`src/scmc_regs.vh`:
```
/*
 * scmc_regs.vh: register offsets, field positions, reset values,
 * mode codes and timing figures of the safety mode controller.
 * assumes a 20 MHz system clock and a 32-bit avalon-mm slave port.
 */
`ifndef SCMC_REGS_VH
`define SCMC_REGS_VH

// ***************************************************************
// register byte offsets
// ***************************************************************
`define SCMC_OFS_CMD 5'h00
`define SCMC_OFS_SESSION 5'h04
`define SCMC_OFS_STATUS 5'h08
`define SCMC_OFS_FORCE 5'h0c

// ***************************************************************
// field positions
// ***************************************************************
`define SCMC_CMD_MODE_LSB 0
`define SCMC_CMD_MODE_MSB 2
`define SCMC_SES_OPEN_BIT 0
`define SCMC_SES_CLOSE_BIT 1
`define SCMC_SES_ID_LSB 4
`define SCMC_SES_ID_MSB 7
`define SCMC_ST_MODE_LSB 0
`define SCMC_ST_MODE_MSB 2
`define SCMC_ST_ONLINE_BIT 3
`define SCMC_ST_SREF_BIT 4
`define SCMC_ST_CREJ_BIT 5
`define SCMC_ST_FREJ_BIT 6
`define SCMC_ST_FALLB_BIT 7
`define SCMC_ST_VALID_BIT 8
`define SCMC_FRC_EN_BIT 0

// ***************************************************************
// reset values
// ***************************************************************
`define SCMC_RST_MODE 3'h0
`define SCMC_RST_STICKY 4'h0
`define SCMC_RST_SES_ID 4'h0
`define SCMC_RST_CMD 3'h0

// ***************************************************************
// mode codes
// ***************************************************************
`define SCMC_M_INIT 3'h0
`define SCMC_M_PROG 3'h1
`define SCMC_M_RUN 3'h2
`define SCMC_M_DSTOP 3'h3
`define SCMC_M_DRUN 3'h4
`define SCMC_M_REST 3'h5

// ***************************************************************
// timing
// ***************************************************************
`define SCMC_CLK_KHZ 20000
`define SCMC_TOUT_MS 30000
`define SCMC_BLINK_MS 250
`define SCMC_TOUT_CYC (`SCMC_TOUT_MS * `SCMC_CLK_KHZ)
`define SCMC_BLINK_CYC (`SCMC_BLINK_MS * `SCMC_CLK_KHZ)

`endif

```
`src/scmc_core.v`:
```
/*
 * scmc_core.v: operating-mode controller of the safety cpu, with its
 * avalon-mm register slave, indicators and transition side effects.
 * assumes one 20 MHz clock, pins from outside the clock domain,
 * and a tool session reached through the register port.
 */
`timescale 1ns/10ps
`include "scmc_regs.vh"

// Notes on behaviour
// after self-test, enter program if application unvalidated, else run.
// initializing runs self-test, run indicator flashes green, debug dark.
// program mode halts comms and execution, debug dark, edits allowed.
// run mode runs comms and validated programs, run lit, debug dark.
// debug stopped: comms on, programs idle, run dark, debug lit, forcing.
// debug running: comms on, programs run, both indicators lit, forcing.
// restore: no comms, no programs, both indicators flash.
// mode changes only from own commands, never from host controller mode.
// forced refreshing accepted only in debug sub-states, else rejected.
// entering debug needs an online tool session.
// lost session in debug falls back to program after thirty seconds.
// only one tool session online; a second one is refused.
// init and restore: inputs not received, outputs and status cleared.
// program: standard inputs off, outputs cleared, status refreshed.
// run and debug: all inputs, outputs and status refreshed.
// program to debug stopped starts safety process data comms.
// program to run, stopped to running: init variables, restart program.
// between debug sub-states comms continue without interruption.
// leaving debug running to stopped or program clears forcing.
// entering program stops comms and zeroes safety input/output images; entry from init skips the zeroing.
// run or debug running to program: init variables, stop program.
// run to program erases stored safety programs.
// program to debug erases safety application data.
// tool requests modes by explicit commands; mode otherwise holds.
module scmc_core #(
  parameter [29:0] TOUT_CYC = `SCMC_TOUT_CYC,
  parameter [22:0] BLINK_CYC = `SCMC_BLINK_CYC
) (
  input wire clk_sys,
  input wire arst_n,
  input wire [4:0] avs_address,
  input wire avs_read,
  input wire avs_write,
  input wire [31:0] avs_writedata,
  output wire [31:0] avs_readdata,
  output wire avs_waitrequest,
  input wire tool_link_ok,
  input wire selftest_done,
  input wire app_valid,
  output wire led_run,
  output wire led_dbg,
  output wire selftest_run,
  output wire safety_comm_en,
  output wire prog_exec_en,
  output wire app_edit_en,
  output wire safe_in_recv,
  output wire std_in_recv,
  output wire out_clear,
  output wire status_clear,
  output wire status_refresh,
  output wire force_active,
  output wire var_init,
  output wire prog_restart,
  output wire force_clear,
  output wire sio_image_zero,
  output wire nvm_erase_prog,
  output wire nvm_erase_app
);

  // ***************************************************************
  // modes
  // ***************************************************************
  localparam [2:0] M_INIT = `SCMC_M_INIT;
  localparam [2:0] M_PROG = `SCMC_M_PROG;
  localparam [2:0] M_RUN = `SCMC_M_RUN;
  localparam [2:0] M_DSTOP = `SCMC_M_DSTOP;
  localparam [2:0] M_DRUN = `SCMC_M_DRUN;
  localparam [2:0] M_REST = `SCMC_M_REST;

  // debug sub-state decode
  function is_dbg;
    input [2:0] m;
    begin
      is_dbg = (m == M_DSTOP) || (m == M_DRUN);
    end
  endfunction

  // legal commanded transitions
  function cmd_ok;
    input [2:0] from;
    input [2:0] to;
    input online;
    input valid;
    begin
      case (from)
        M_PROG: cmd_ok = (to == M_RUN && valid) ||
                         (to == M_DSTOP && online) || (to == M_REST);
        M_RUN: cmd_ok = (to == M_PROG);
        M_DSTOP: cmd_ok = (to == M_DRUN) || (to == M_PROG);
        M_DRUN: cmd_ok = (to == M_DSTOP) || (to == M_PROG);
        M_REST: cmd_ok = (to == M_PROG);
        default: cmd_ok = 1'b0;
      endcase
    end
  endfunction

  // ***************************************************************
  // declarations
  // ***************************************************************
  wire link_s;
  wire stdone_s;
  wire valid_s;
  wire tout_exp;
  reg [2:0] mode_ff;
  reg [2:0] nxt_mode;
  reg valid_ff;
  reg nxt_valid;
  reg online_ff;
  reg nxt_online;
  reg [3:0] ses_id_ff;
  reg [3:0] nxt_ses_id;
  reg [2:0] cmd_ff;
  reg [2:0] nxt_cmd;
  reg sref_ff;
  reg crej_ff;
  reg frej_ff;
  reg fallb_ff;
  reg nxt_sref;
  reg nxt_crej;
  reg nxt_frej;
  reg nxt_fallb;
  reg frc_ff;
  reg nxt_frc;
  reg wait_ff;
  reg [31:0] rdata_ff;
  reg [31:0] nxt_rdata;
  reg [22:0] blink_cnt_ff;
  reg blink_ff;
  reg led_run_ff;
  reg led_dbg_ff;
  reg [8:0] lvl_ff;
  reg [8:0] nxt_lvl;
  reg [5:0] pls_ff;
  reg [5:0] nxt_pls;
  reg nxt_led_run;
  reg nxt_led_dbg;
  wire wr_fire;
  wire wr_cmd;
  wire wr_ses;
  wire wr_st;
  wire wr_frc;
  wire [2:0] req_mode;

  // ***************************************************************
  // pin synchronisers
  // ***************************************************************
  scmc_sync u_sync_link (
    .clk_sys(clk_sys),
    .arst_n(arst_n),
    .pin_in(tool_link_ok),
    .level_out(link_s)
  );

  scmc_sync u_sync_stdone (
    .clk_sys(clk_sys),
    .arst_n(arst_n),
    .pin_in(selftest_done),
    .level_out(stdone_s)
  );

  scmc_sync u_sync_valid (
    .clk_sys(clk_sys),
    .arst_n(arst_n),
    .pin_in(app_valid),
    .level_out(valid_s)
  );

  // ***************************************************************
  // avalon-mm slave
  // ***************************************************************
  assign wr_fire = avs_write && !wait_ff;
  assign wr_cmd = wr_fire && (avs_address == `SCMC_OFS_CMD);
  assign wr_ses = wr_fire && (avs_address == `SCMC_OFS_SESSION);
  assign wr_st = wr_fire && (avs_address == `SCMC_OFS_STATUS);
  assign wr_frc = wr_fire && (avs_address == `SCMC_OFS_FORCE);
  assign req_mode = avs_writedata[`SCMC_CMD_MODE_MSB:`SCMC_CMD_MODE_LSB];

  always @* begin
    nxt_rdata = 32'h0;
    case (avs_address)
      `SCMC_OFS_CMD: begin
        nxt_rdata[`SCMC_CMD_MODE_MSB:`SCMC_CMD_MODE_LSB] = cmd_ff;
      end
      `SCMC_OFS_SESSION: begin
        nxt_rdata[`SCMC_SES_OPEN_BIT] = online_ff;
        nxt_rdata[`SCMC_SES_ID_MSB:`SCMC_SES_ID_LSB] = ses_id_ff;
      end
      `SCMC_OFS_STATUS: begin
        nxt_rdata[`SCMC_ST_MODE_MSB:`SCMC_ST_MODE_LSB] = mode_ff;
        nxt_rdata[`SCMC_ST_ONLINE_BIT] = online_ff;
        nxt_rdata[`SCMC_ST_SREF_BIT] = sref_ff;
        nxt_rdata[`SCMC_ST_CREJ_BIT] = crej_ff;
        nxt_rdata[`SCMC_ST_FREJ_BIT] = frej_ff;
        nxt_rdata[`SCMC_ST_FALLB_BIT] = fallb_ff;
        nxt_rdata[`SCMC_ST_VALID_BIT] = valid_ff;
      end
      `SCMC_OFS_FORCE: begin
        nxt_rdata[`SCMC_FRC_EN_BIT] = frc_ff;
      end
      default: begin
        nxt_rdata = 32'h0;
      end
    endcase
  end

  // ***************************************************************
  // tool session
  // ***************************************************************
  always @* begin
    nxt_online = online_ff;
    nxt_ses_id = ses_id_ff;
    nxt_sref = sref_ff;
    if (wr_st && avs_writedata[`SCMC_ST_SREF_BIT]) begin
      nxt_sref = 1'b0;
    end
    if (!link_s) begin
      nxt_online = 1'b0;
    end else if (wr_ses && avs_writedata[`SCMC_SES_CLOSE_BIT]) begin
      nxt_online = 1'b0;
    end else if (wr_ses && avs_writedata[`SCMC_SES_OPEN_BIT]) begin
      // single session only
      if (online_ff) begin
        nxt_sref = 1'b1;
      end else begin
        nxt_online = 1'b1;
        nxt_ses_id = avs_writedata[`SCMC_SES_ID_MSB:`SCMC_SES_ID_LSB];
      end
    end
  end

  // ***************************************************************
  // fallback timer
  // ***************************************************************
  // thirty second fallback
  scmc_tmr #(
    .LIMIT(TOUT_CYC)
  ) u_tmr (
    .clk_sys(clk_sys),
    .arst_n(arst_n),
    .run(is_dbg(mode_ff) && !online_ff),
    .expired(tout_exp)
  );

  // ***************************************************************
  // mode state machine
  // ***************************************************************
  always @* begin
    nxt_mode = mode_ff;
    nxt_valid = valid_ff;
    nxt_cmd = cmd_ff;
    nxt_crej = crej_ff;
    nxt_fallb = fallb_ff;
    if (wr_st && avs_writedata[`SCMC_ST_CREJ_BIT]) begin
      nxt_crej = 1'b0;
    end
    if (wr_st && avs_writedata[`SCMC_ST_FALLB_BIT]) begin
      nxt_fallb = 1'b0;
    end
    case (mode_ff)
      M_INIT: begin
        // start mode from validation
        if (stdone_s) begin
          nxt_valid = valid_s;
          nxt_mode = valid_s ? M_RUN : M_PROG;
        end
      end
      M_PROG, M_RUN, M_DSTOP, M_DRUN, M_REST: begin
        if (is_dbg(mode_ff) && tout_exp) begin
          nxt_mode = M_PROG;
          nxt_fallb = 1'b1;
        end else if (wr_cmd) begin
          // explicit commands only
          nxt_cmd = req_mode;
          // debug needs session
          if (cmd_ok(mode_ff, req_mode, online_ff, valid_ff)) begin
            nxt_mode = req_mode;
          end else begin
            nxt_crej = 1'b1;
          end
        end
      end
      default: begin
        nxt_mode = M_INIT;
      end
    endcase
  end

  // ***************************************************************
  // forced refreshing
  // ***************************************************************
  always @* begin
    nxt_frc = frc_ff;
    nxt_frej = frej_ff;
    if (wr_st && avs_writedata[`SCMC_ST_FREJ_BIT]) begin
      nxt_frej = 1'b0;
    end
    if (wr_frc) begin
      // forcing in debug only
      if (is_dbg(mode_ff)) begin
        nxt_frc = avs_writedata[`SCMC_FRC_EN_BIT];
      end else begin
        nxt_frej = 1'b1;
      end
    end
    // forcing cleared
    if (mode_ff == M_DRUN && nxt_mode != M_DRUN) begin
      nxt_frc = 1'b0;
    end
    if (!is_dbg(nxt_mode)) begin
      nxt_frc = 1'b0;
    end
  end

  // ***************************************************************
  // per-mode levels
  // ***************************************************************
  // order: selftest comm exec edit sin stdin outclr stclr stref
  always @* begin
    case (nxt_mode)
      // initializing
      M_INIT: nxt_lvl = 9'b1_0000_0110;
      // program
      M_PROG: nxt_lvl = 9'b0_0010_0101;
      // run
      M_RUN: nxt_lvl = 9'b0_1101_1001;
      // debug stopped
      M_DSTOP: nxt_lvl = 9'b0_1001_1001;
      // debug running
      M_DRUN: nxt_lvl = 9'b0_1101_1001;
      // restore
      M_REST: nxt_lvl = 9'b0_0000_0110;
      default: nxt_lvl = 9'b1_0000_0110;
    endcase
  end

  // ***************************************************************
  // transition pulses
  // ***************************************************************
  // order: varinit restart frcclr imgzero erprog erapp
  always @* begin
    nxt_pls = 6'h00;
    if (nxt_mode != mode_ff) begin
      // restart from first step
      if ((mode_ff == M_PROG && nxt_mode == M_RUN) ||
          (mode_ff == M_DSTOP && nxt_mode == M_DRUN)) begin
        nxt_pls[5] = 1'b1;
        nxt_pls[4] = 1'b1;
      end
      // variables initialised on stop
      if ((mode_ff == M_RUN || mode_ff == M_DRUN) &&
          nxt_mode == M_PROG) begin
        nxt_pls[5] = 1'b1;
      end
      if (mode_ff == M_DRUN && nxt_mode == M_DSTOP) begin
        nxt_pls[5] = 1'b1;
      end
      // clear forcing
      if (mode_ff == M_DRUN) begin
        nxt_pls[3] = 1'b1;
      end
      // zero safety images
      if (nxt_mode == M_PROG && mode_ff != M_INIT) begin
        nxt_pls[2] = 1'b1;
      end
      // erase stored programs
      if (mode_ff == M_RUN && nxt_mode == M_PROG) begin
        nxt_pls[1] = 1'b1;
      end
      // erase application data
      if (mode_ff == M_PROG && is_dbg(nxt_mode)) begin
        nxt_pls[0] = 1'b1;
      end
    end
  end

  // ***************************************************************
  // indicators
  // ***************************************************************
  always @* begin
    nxt_led_run = 1'b0;
    nxt_led_dbg = 1'b0;
    case (nxt_mode)
      // flashing green
      M_INIT: nxt_led_run = blink_ff;
      // steady green
      M_RUN, M_DRUN: nxt_led_run = 1'b1;
      default: nxt_led_run = 1'b0;
    endcase
    case (nxt_mode)
      // steady yellow
      M_DSTOP, M_DRUN: nxt_led_dbg = 1'b1;
      default: nxt_led_dbg = 1'b0;
    endcase
    // both flashing
    if (nxt_mode == M_REST) begin
      nxt_led_run = blink_ff;
      nxt_led_dbg = blink_ff;
    end
  end

  // ***************************************************************
  // registers
  // ***************************************************************
  // mode held locally only
  always @(posedge clk_sys or negedge arst_n) begin
    if (!arst_n) begin
      mode_ff <= `SCMC_RST_MODE;
      valid_ff <= 1'b0;
      online_ff <= 1'b0;
      ses_id_ff <= `SCMC_RST_SES_ID;
      cmd_ff <= `SCMC_RST_CMD;
      {sref_ff, crej_ff, frej_ff, fallb_ff} <= `SCMC_RST_STICKY;
      frc_ff <= 1'b0;
      wait_ff <= 1'b1;
      rdata_ff <= 32'h0;
      blink_cnt_ff <= 23'h0;
      blink_ff <= 1'b0;
      led_run_ff <= 1'b0;
      led_dbg_ff <= 1'b0;
      lvl_ff <= 9'b1_0000_0110;
      pls_ff <= 6'h00;
    end else begin
      mode_ff <= nxt_mode;
      valid_ff <= nxt_valid;
      online_ff <= nxt_online;
      ses_id_ff <= nxt_ses_id;
      cmd_ff <= nxt_cmd;
      sref_ff <= nxt_sref;
      crej_ff <= nxt_crej;
      frej_ff <= nxt_frej;
      fallb_ff <= nxt_fallb;
      frc_ff <= nxt_frc;
      wait_ff <= !((avs_read || avs_write) && wait_ff);
      rdata_ff <= nxt_rdata;
      if (blink_cnt_ff >= BLINK_CYC - 23'h1) begin
        blink_cnt_ff <= 23'h0;
        blink_ff <= !blink_ff;
      end else begin
        blink_cnt_ff <= blink_cnt_ff + 23'h1;
      end
      led_run_ff <= nxt_led_run;
      led_dbg_ff <= nxt_led_dbg;
      lvl_ff <= nxt_lvl;
      pls_ff <= nxt_pls;
    end
  end

  // ***************************************************************
  // outputs
  // ***************************************************************
  assign avs_readdata = rdata_ff;
  assign avs_waitrequest = wait_ff;
  assign led_run = led_run_ff;
  assign led_dbg = led_dbg_ff;
  assign selftest_run = lvl_ff[8];
  assign safety_comm_en = lvl_ff[7];
  assign prog_exec_en = lvl_ff[6];
  assign app_edit_en = lvl_ff[5];
  assign safe_in_recv = lvl_ff[4];
  assign std_in_recv = lvl_ff[3];
  assign out_clear = lvl_ff[2];
  assign status_clear = lvl_ff[1];
  assign status_refresh = lvl_ff[0];
  assign force_active = frc_ff;
  assign var_init = pls_ff[5];
  assign prog_restart = pls_ff[4];
  assign force_clear = pls_ff[3];
  assign sio_image_zero = pls_ff[2];
  assign nvm_erase_prog = pls_ff[1];
  assign nvm_erase_app = pls_ff[0];

endmodule // scmc_core

```
`src/scmc_sync.v`:
```
/*
 * scmc_sync.v: three-stage pin synchroniser with agreement filter.
 * assumes the input is asynchronous to clk_sys.
 */
`timescale 1ns/10ps

module scmc_sync (
  input wire clk_sys,
  input wire arst_n,
  input wire pin_in,
  output wire level_out
);

  reg s1_ff;
  reg s2_ff;
  reg s3_ff;
  reg lvl_ff;

  // ***************************************************************
  // three flops, change taken when stages two and three agree
  // ***************************************************************
  always @(posedge clk_sys or negedge arst_n) begin
    if (!arst_n) begin
      s1_ff <= 1'b0;
      s2_ff <= 1'b0;
      s3_ff <= 1'b0;
      lvl_ff <= 1'b0;
    end else begin
      s1_ff <= pin_in;
      s2_ff <= s1_ff;
      s3_ff <= s2_ff;
      if (s2_ff == s3_ff) begin
        lvl_ff <= s3_ff;
      end
    end
  end

  assign level_out = lvl_ff;

endmodule // scmc_sync

```
`src/scmc_tmr.v`:
```
/*
 * scmc_tmr.v: elapsed-time counter, expires after LIMIT cycles of run.
 * assumes run is a level on the clk_sys domain.
 */
`timescale 1ns/10ps

module scmc_tmr #(
  parameter [29:0] LIMIT = 30'h23c34600
) (
  input wire clk_sys,
  input wire arst_n,
  input wire run,
  output wire expired
);

  reg [29:0] cnt_ff;
  reg exp_ff;
  reg [29:0] nxt_cnt;
  reg nxt_exp;

  // ***************************************************************
  // count while run, clear otherwise
  // ***************************************************************
  always @* begin
    nxt_cnt = cnt_ff;
    nxt_exp = 1'b0;
    if (!run) begin
      nxt_cnt = 30'h0;
    end else if (cnt_ff >= LIMIT - 30'h1) begin
      nxt_exp = 1'b1;
    end else begin
      nxt_cnt = cnt_ff + 30'h1;
    end
  end

  always @(posedge clk_sys or negedge arst_n) begin
    if (!arst_n) begin
      cnt_ff <= 30'h0;
      exp_ff <= 1'b0;
    end else begin
      cnt_ff <= nxt_cnt;
      exp_ff <= nxt_exp;
    end
  end

  assign expired = exp_ff;

endmodule // scmc_tmr
```
`config.mk`:
```
export PLATFORM = sky130hd
export DESIGN_NAME = scmc_core
export DESIGN_NICKNAME = d
export VERILOG_FILES = /design/src/scmc_core.v /design/src/scmc_sync.v /design/src/scmc_tmr.v
export VERILOG_INCLUDE_DIRS = /design/src
export SDC_FILE = /design/constraint.sdc
export NUM_CORES = 1
export LEC_CHECK = 0
export BUFFER_PORTS_ARGS = -buffer_cell sky130_fd_sc_hd__clkbuf_2
export CORE_UTILIZATION = 44
export DETAILED_ROUTE_END_ITERATION = 10
export GPL_ROUTABILITY_DRIVEN = 0
export GPL_TIMING_DRIVEN = 0
export HOLD_SLACK_MARGIN = 0.08
export PLACE_DENSITY = 0.65
export SLEW_MARGIN = 40
export SYNTH_ARGS = -nofsm -noshare
export SYNTH_HDL_FRONTEND = slang
export SYNTH_HIERARCHICAL = 1
export SYNTH_SLANG_ARGS = --single-unit
```
`constraint.sdc`:
```
create_clock -name clk_sys -period 3.2 [get_ports clk_sys]
set_input_delay 0.16 -clock clk_sys [delete_from_list [all_inputs] [get_ports clk_sys]]
set_output_delay 0.16 -clock clk_sys [all_outputs]
set_load 0.01 [all_outputs]
```
======== Word-level counts from Yosys, hierarchy flattened ========
Cells that the tools add are included.
storage, ports and cells
  output and inout port bits .............. 51
  input port bits ......................... 44
  register bits after elaboration ......... 111
  logic and storage cells ................. 171
cells by class
  order comparisons ....................... 2
  bitwise gates (word level) .............. 3
  reductions and logical operators ........ 49
  eq/ne operators ......................... 27
  muxes and demuxes ....................... 56
  add/sub/neg operators ................... 2
operators by type and width
  operator               number
  $mux 30                2
  $mux 1                 39
  $pmux 9 s4             1
  $add 30x1->30 const B  1
  $ge 30x30->1 const B   1
  $logic_and 1x1->1      24
  $add 23x1->23 const B  1
  $ge 23x23->1 const B   1
  $mux 23                1
  $eq 3x2->1 const B     6
  $eq 3x3->1 const B     6
  $mux 3                 4
  $ne 3x3->1 const B     4
  $eq 5x4->1 const B     2
  $eq 3x1->1 const B     3
  $logic_or 1x1->1       9
  $pmux 1 s4             2
  $pmux 4 s2             1
  $logic_not 3->1        2
  $mux 6                 1
  $pmux 3 s2             1
  $reduce_or 2->1        3
  $eq 5x3->1 const B     1
  $logic_not 5->1        1
  other kinds (13)       22

======== Logic depth before layout (Yosys ltp) ========
  word-level depth ........................ 19
  depth in mapped cells ................... 9
  mapped depth without buffers ............ 7

======== Modules after synthesis ========
The synthesis kept the hierarchy.
modules (own cells, without submodules)
  module     cells an instance  area each (µm²)  sequential area each (µm²)  instances
  scmc_core  333                3359.5           1656.6                      1
  scmc_tmr   191                1740.4           775.7                       1
  scmc_sync  5                  111.4            100.1                       3

======== Worst setup path after synthesis ========
OpenSTA, ideal clock, no wires.
  kind .................................... input to register
  start point ............................. input port avs_address[4]
  end point ............................... register lvl_ff[0]
  cell stages on the path ................. 8
  data arrival time ....................... 2.208 ns
  setup slack ............................. 0.860 ns
  buffers on the path ..................... 2
  setup time .............................. 0.131 ns
  required time ........................... 3.069 ns
  path through ............................ or3_1 > buf_6 > or4_4 > a2111o_1 > o31a_2 > buf_6 > nor2b_4 > or3_1
between the ends
  cells in the longest elaborated chain, start to end .. 8
RTL lines
  what                                             line             source
  start, declared                                  scmc_core.v:41   input wire [4:0] avs_address,
  $logic_not 5->1 (*)                              --
  $logic_and 1x1->1 (*)                            scmc_core.v:182  assign wr_cmd = wr_fire && (avs_address == `SCMC_OFS_CMD);
  $mux 3 (*)                                       scmc_core.v:281  end else if (wr_cmd) begin
  $mux 3 (*)                                       scmc_core.v:278  if (is_dbg(mode_ff) && tout_exp) begin
  $pmux 3 s2 (*)                                   scmc_core.v:269  case (mode_ff)
  named net nxt_mode[0]                            scmc_core.v:115  reg [2:0] nxt_mode;
  $eq 3x3->1 / $eq 3x2->1 (equally long branches)  scmc_core.v:329  case (nxt_mode)
  $reduce_or 2->1 (no line)                        --
  $pmux 9 s4 (*)                                   scmc_core.v:329
  named net nxt_lvl[0]                             scmc_core.v:142  reg [8:0] nxt_lvl;
  end signal, assigned                             scmc_core.v:453  lvl_ff <= nxt_lvl;
  end, declared                                    scmc_core.v:141  reg [8:0] lvl_ff;
Mark *: on every way through the listed nets, which the timed path passes. The rest lies on a longest branch.
A chain may end at the register's enable or synchronous reset.

======== Final worst setup path ========
  start point ............................. register u_tmr.cnt_ff[26]
  end point ............................... register u_tmr.cnt_ff[26]
between the ends
  cells in the longest elaborated chain, start to end .. 3
RTL lines
  what                    line           source
  start, declared         scmc_tmr.v:16  reg [29:0] cnt_ff;
  start signal, assigned  scmc_tmr.v:41  cnt_ff <= nxt_cnt;
  $add 30x1->30           scmc_tmr.v:32  nxt_cnt = cnt_ff + 30'h1;
  $mux 30                 scmc_tmr.v:29  end else if (cnt_ff >= LIMIT - 30'h1) begin
  $mux 30                 scmc_tmr.v:27  if (!run) begin
Parallel ways exist; a longest one is shown, timed or not. The select of a mux whose other input is x is not followed.

==> out/metrics.yaml <==
run_status:
  status: "finished, final reports clean"
setup_path:
  path_buf_inv: 0
  cp.arrival_ns: 2.80
  path_delay_family: "simple AND/OR/NAND/NOR gates"
  r2r_start: "u_tmr/cnt_ff[26]"
  path_max_fanout: 9
  startpoint_type: "register"
  critPathKind: "register to register"
  end_kind: "register"
  r2r_slack_ns: 0.66
  path_cells: "o31ai_2, and4_1, nand3_1, or4_1, a21oi_1"
  required_ns: 3.47
  rr_worst_depth: 5
  slowest_delay_ns: 0.71
  cpMaxStageDelayCell: "o31ai_2"
  r2r-end: "u_tmr/cnt_ff[26]"
routing:
  drc: 0
  vias: 4190
  first_iter_violations: 285
  antenna_left: 0
  wire_per_inst_um: 14.5
  finalWirelength_um: 11300
  viasPerCell: 5.39
  drt_first_pass_iters: 5
job:
  cap_violations: 0
finish:
  final_util_pct: 53.1
  fin_area_mm2: 0.00638
  areaGrowthSynthToFinish_pct: 17.4
  fill_cells: 1072
  multi_input_area_mm2: 0.00240
  nets: 671
  seq_area_mm2: 0.00273
  final_layout_size_suffix_gt1_share_pct: 20.3
  diodes: 0
yosys:
  ys_async_sr_fraction_pct: 100
  synth_ff_type: "dfrtp_1"
  synth_area_leader_cell: "dfrtp_1"
  synth_adder_area_share_pct: 1.08
  ys_ff_latch: 109
  synthXorXnorAreaFrac_pct: 3.87
  synth.distinct_cells: 64
  syn_inst: 539
  synth.mux.area_fraction_pct: 3.75
  yosys.area.top_type_share_pct: 48.4
  synth_top_family_by_area: "simple AND/OR/NAND/NOR gates"
  ys_seq_area_share_pct: 50.3
  synth_compound_area_share_pct: 10.4
  avgSynthCellArea_um2: 10.1
  synth_edf_count: 0
  ys_top_cells_by_area: "dfrtp_1, buf_4, nor2_1"
  synth_warnings: 6
  synth_area_mm2: 0.00543
  yosys.area_share.simple_pct: 23.3
placed_design:
  postPlaceCellArea_mm2: 0.00595
  dp_hpwl_um: 7830
  io_buffers: 43
die:
  die_h_um: 113
  die_w_um: 113
  coreArea_mm2: 0.0120
  rows: 40
  initial_core_util_pct: 45.2
  die-area_mm2: 0.0128
  io_pins: 95
timing:
  fin_crit_ns: 2.54
  max-slew-margin-rel_pct: 46.2
  maxSlewViolCount: 0
  finalClockSkew_ns: 0.00530
  setup_viol: 0
  fin_crit_sh_pct: 79.2
  fmax_mhz: 394
  tns_ns: 0
  rsz0062_at_grt: "false"
  tightestPinTransition_ns: 0.803
  hold_violations: 0
  holdWs_ns: 0.0871
grt:
  grt_max_degree: 65
  grt_pass1_vias: 3908
  grtUsageTotal_pct: 18.8
  antenna_found_initial: 0
  grt_overflow: 0
  grt_first_pass_wirelength_um: 19100
clock_network:
  clockRootBuffer: "clkbuf_16"
  ctsHoldBuffers: 9
  cts_buffers: 9
  clk_pin_slew_ns: 0.07
  post_cts_resized: 0
  htreeDepth: 3
  post_cts_buffers: 0
  cts_sinks: 109
  cts_tree: "yes"
  insertion_delay_ns: 0.35
  clockBufferDepth: 2
hold_path:
  holdPathStages: 2
  min-delay-path-class: "input pin to register"
  min_to: "ses_id_ff[3]"
  hp-start: "avs_writedata[7]"
power:
  p_leak_nw: 2.89
  power_mw: 3.38
  peakVddDrop_mv: 0.262
  powerDensity_mw_per_mm2: 530
==> placed cells by master, fill, tap and decap left out, types with 3 or more instances in the layout <==
cell / n
a21oi_1: 27
a22oi_1: 4
a31oi_1: 3
and2_1: 5
and3_1: 13
and4_1: 4
buf_2: 3
buf_4: 26
buf_6: 6
clkbuf_1: 9
clkbuf_16: 9
clkbuf_2: 42
clkbuf_8: 5
conb_1: 23
dfrtp_1: 105
dfstp_2: 4
dlygate4sd3_1: 9
inv_1: 11
maj3_2: 3
mux2_2: 6
mux2i_1: 10
nand2_1: 44
nand2b_1: 6
nand3_1: 32
nand4_1: 15
nor2_1: 49
nor2b_1: 5
nor3_1: 15
nor4_1: 7
o21ai_0: 21
o31ai_1: 8
or3_1: 16
or4_1: 9
xnor2_1: 10
xor2_1: 14
==> layer usage <==
| metal | track usage (%) | vias to the layer above | part of all wire, % |
|---|---|---|---|
| met5 | 0 | - | 0 |
| met1 | 25.5 | 2025 | 47 |
| met4 | 6.32 | 0 | 1.3 |
| li1 | - | 2052 | - |
| met2 | 30.3 | 100 | 47 |
| met3 | 3.54 | 13 | 4.7 |
==> registers in the layout, summed over array words and instances, names as in the netlist, 3 cells and up <==
| name | count |
|---|---|
| avs_readdata | 9 |
| blink_cnt_ff | 23 |
| cmd_ff | 3 |
| lvl_ff | 7 |
| mode_ff | 3 |
| pls_ff | 6 |
| ses_id_ff | 4 |
| u_tmr/cnt_ff | 30 |
==> worst register-to-register path, delay by kind of cell, from the launching register on <==
kind	cells	cell delay (ns)
and+or+nand+nor	3	1.14
AOI/OAI and AO/OA	2	0.87
DFF	1	0.45
==> power breakdown <==
group | internal [mW] | switching [mW]
Sequential | 1.48 | 0.0652
Clock | 0.709 | 0.500
Combinational | 0.262 | 0.360
==> cell families (layout without fill, tap and decap cells) <==
group / after synthesis / count (layout)
buffers and inverters: 58 / 127
and+or+nand+nor: 238 / 238
xor gates and xnor gates: 24 / 24
muxes: 18 / 18
DFF: 109 / 109
adders and majority gates: 5 / 5
AOI/OAI and AO/OA: 86 / 86
other: 1 / 23
==> final cells by class <==
class                      instances  area share [%]
multi-input combinational        394            37.6
clock inverter                     5            1.31
timing repair buffer              53            5.35
clock buffer                      11            3.80
tap                              147            2.88
inverter                          12           0.706
buffer                            46            5.47
sequential                       109            42.8
==> through the flow <==
| step | cells | setup slack, ns |
|---|---|---|
| 4_1_cts | 777 | 0.634 |
| 5_1_grt | 777 | 0.480 |
| 3_5_place_dp | 752 | 0.636 |
| 3_3_place_gp | 751 | 0.484 |
| 2_1_floorplan | 561 | 0.860 |
| 6_report | 777 | 0.664 |
==> cells in the mapped netlist (all sizes together), types with 5 or more instances <==
cell      n
nor4      9
o31ai     9
and2      5
nor2b     6
dfrtp   105
xor2     14
o21ai    21
clkbuf   11
mux2      6
nand4    15
or3      16
and3     13
nand3    32
nand2b    6
a21oi    28
xnor2    10
inv      11
or4      11
nor2     49
buf      35
nand2    45
mux2i    11
nor3     15
==> worst max path at each step <==
stage	startpoint	end	cells past startpoint	slack [ns]
finish	u_tmr/cnt_ff[26]	u_tmr/cnt_ff[26]	5	0.66
global route	blink_cnt_ff[2]	blink_cnt_ff[16]	9	0.48
CTS	u_tmr/cnt_ff[5]	u_tmr/cnt_ff[25]	5	0.63
detailed placement	avs_address[4]	lvl_ff[0]	8	0.64
global placement	arst_n	u_tmr/cnt_ff[22]	1	0.48
floorplan	avs_address[4]	lvl_ff[0]	8	0.86
(Power assumes the default switching activity.)
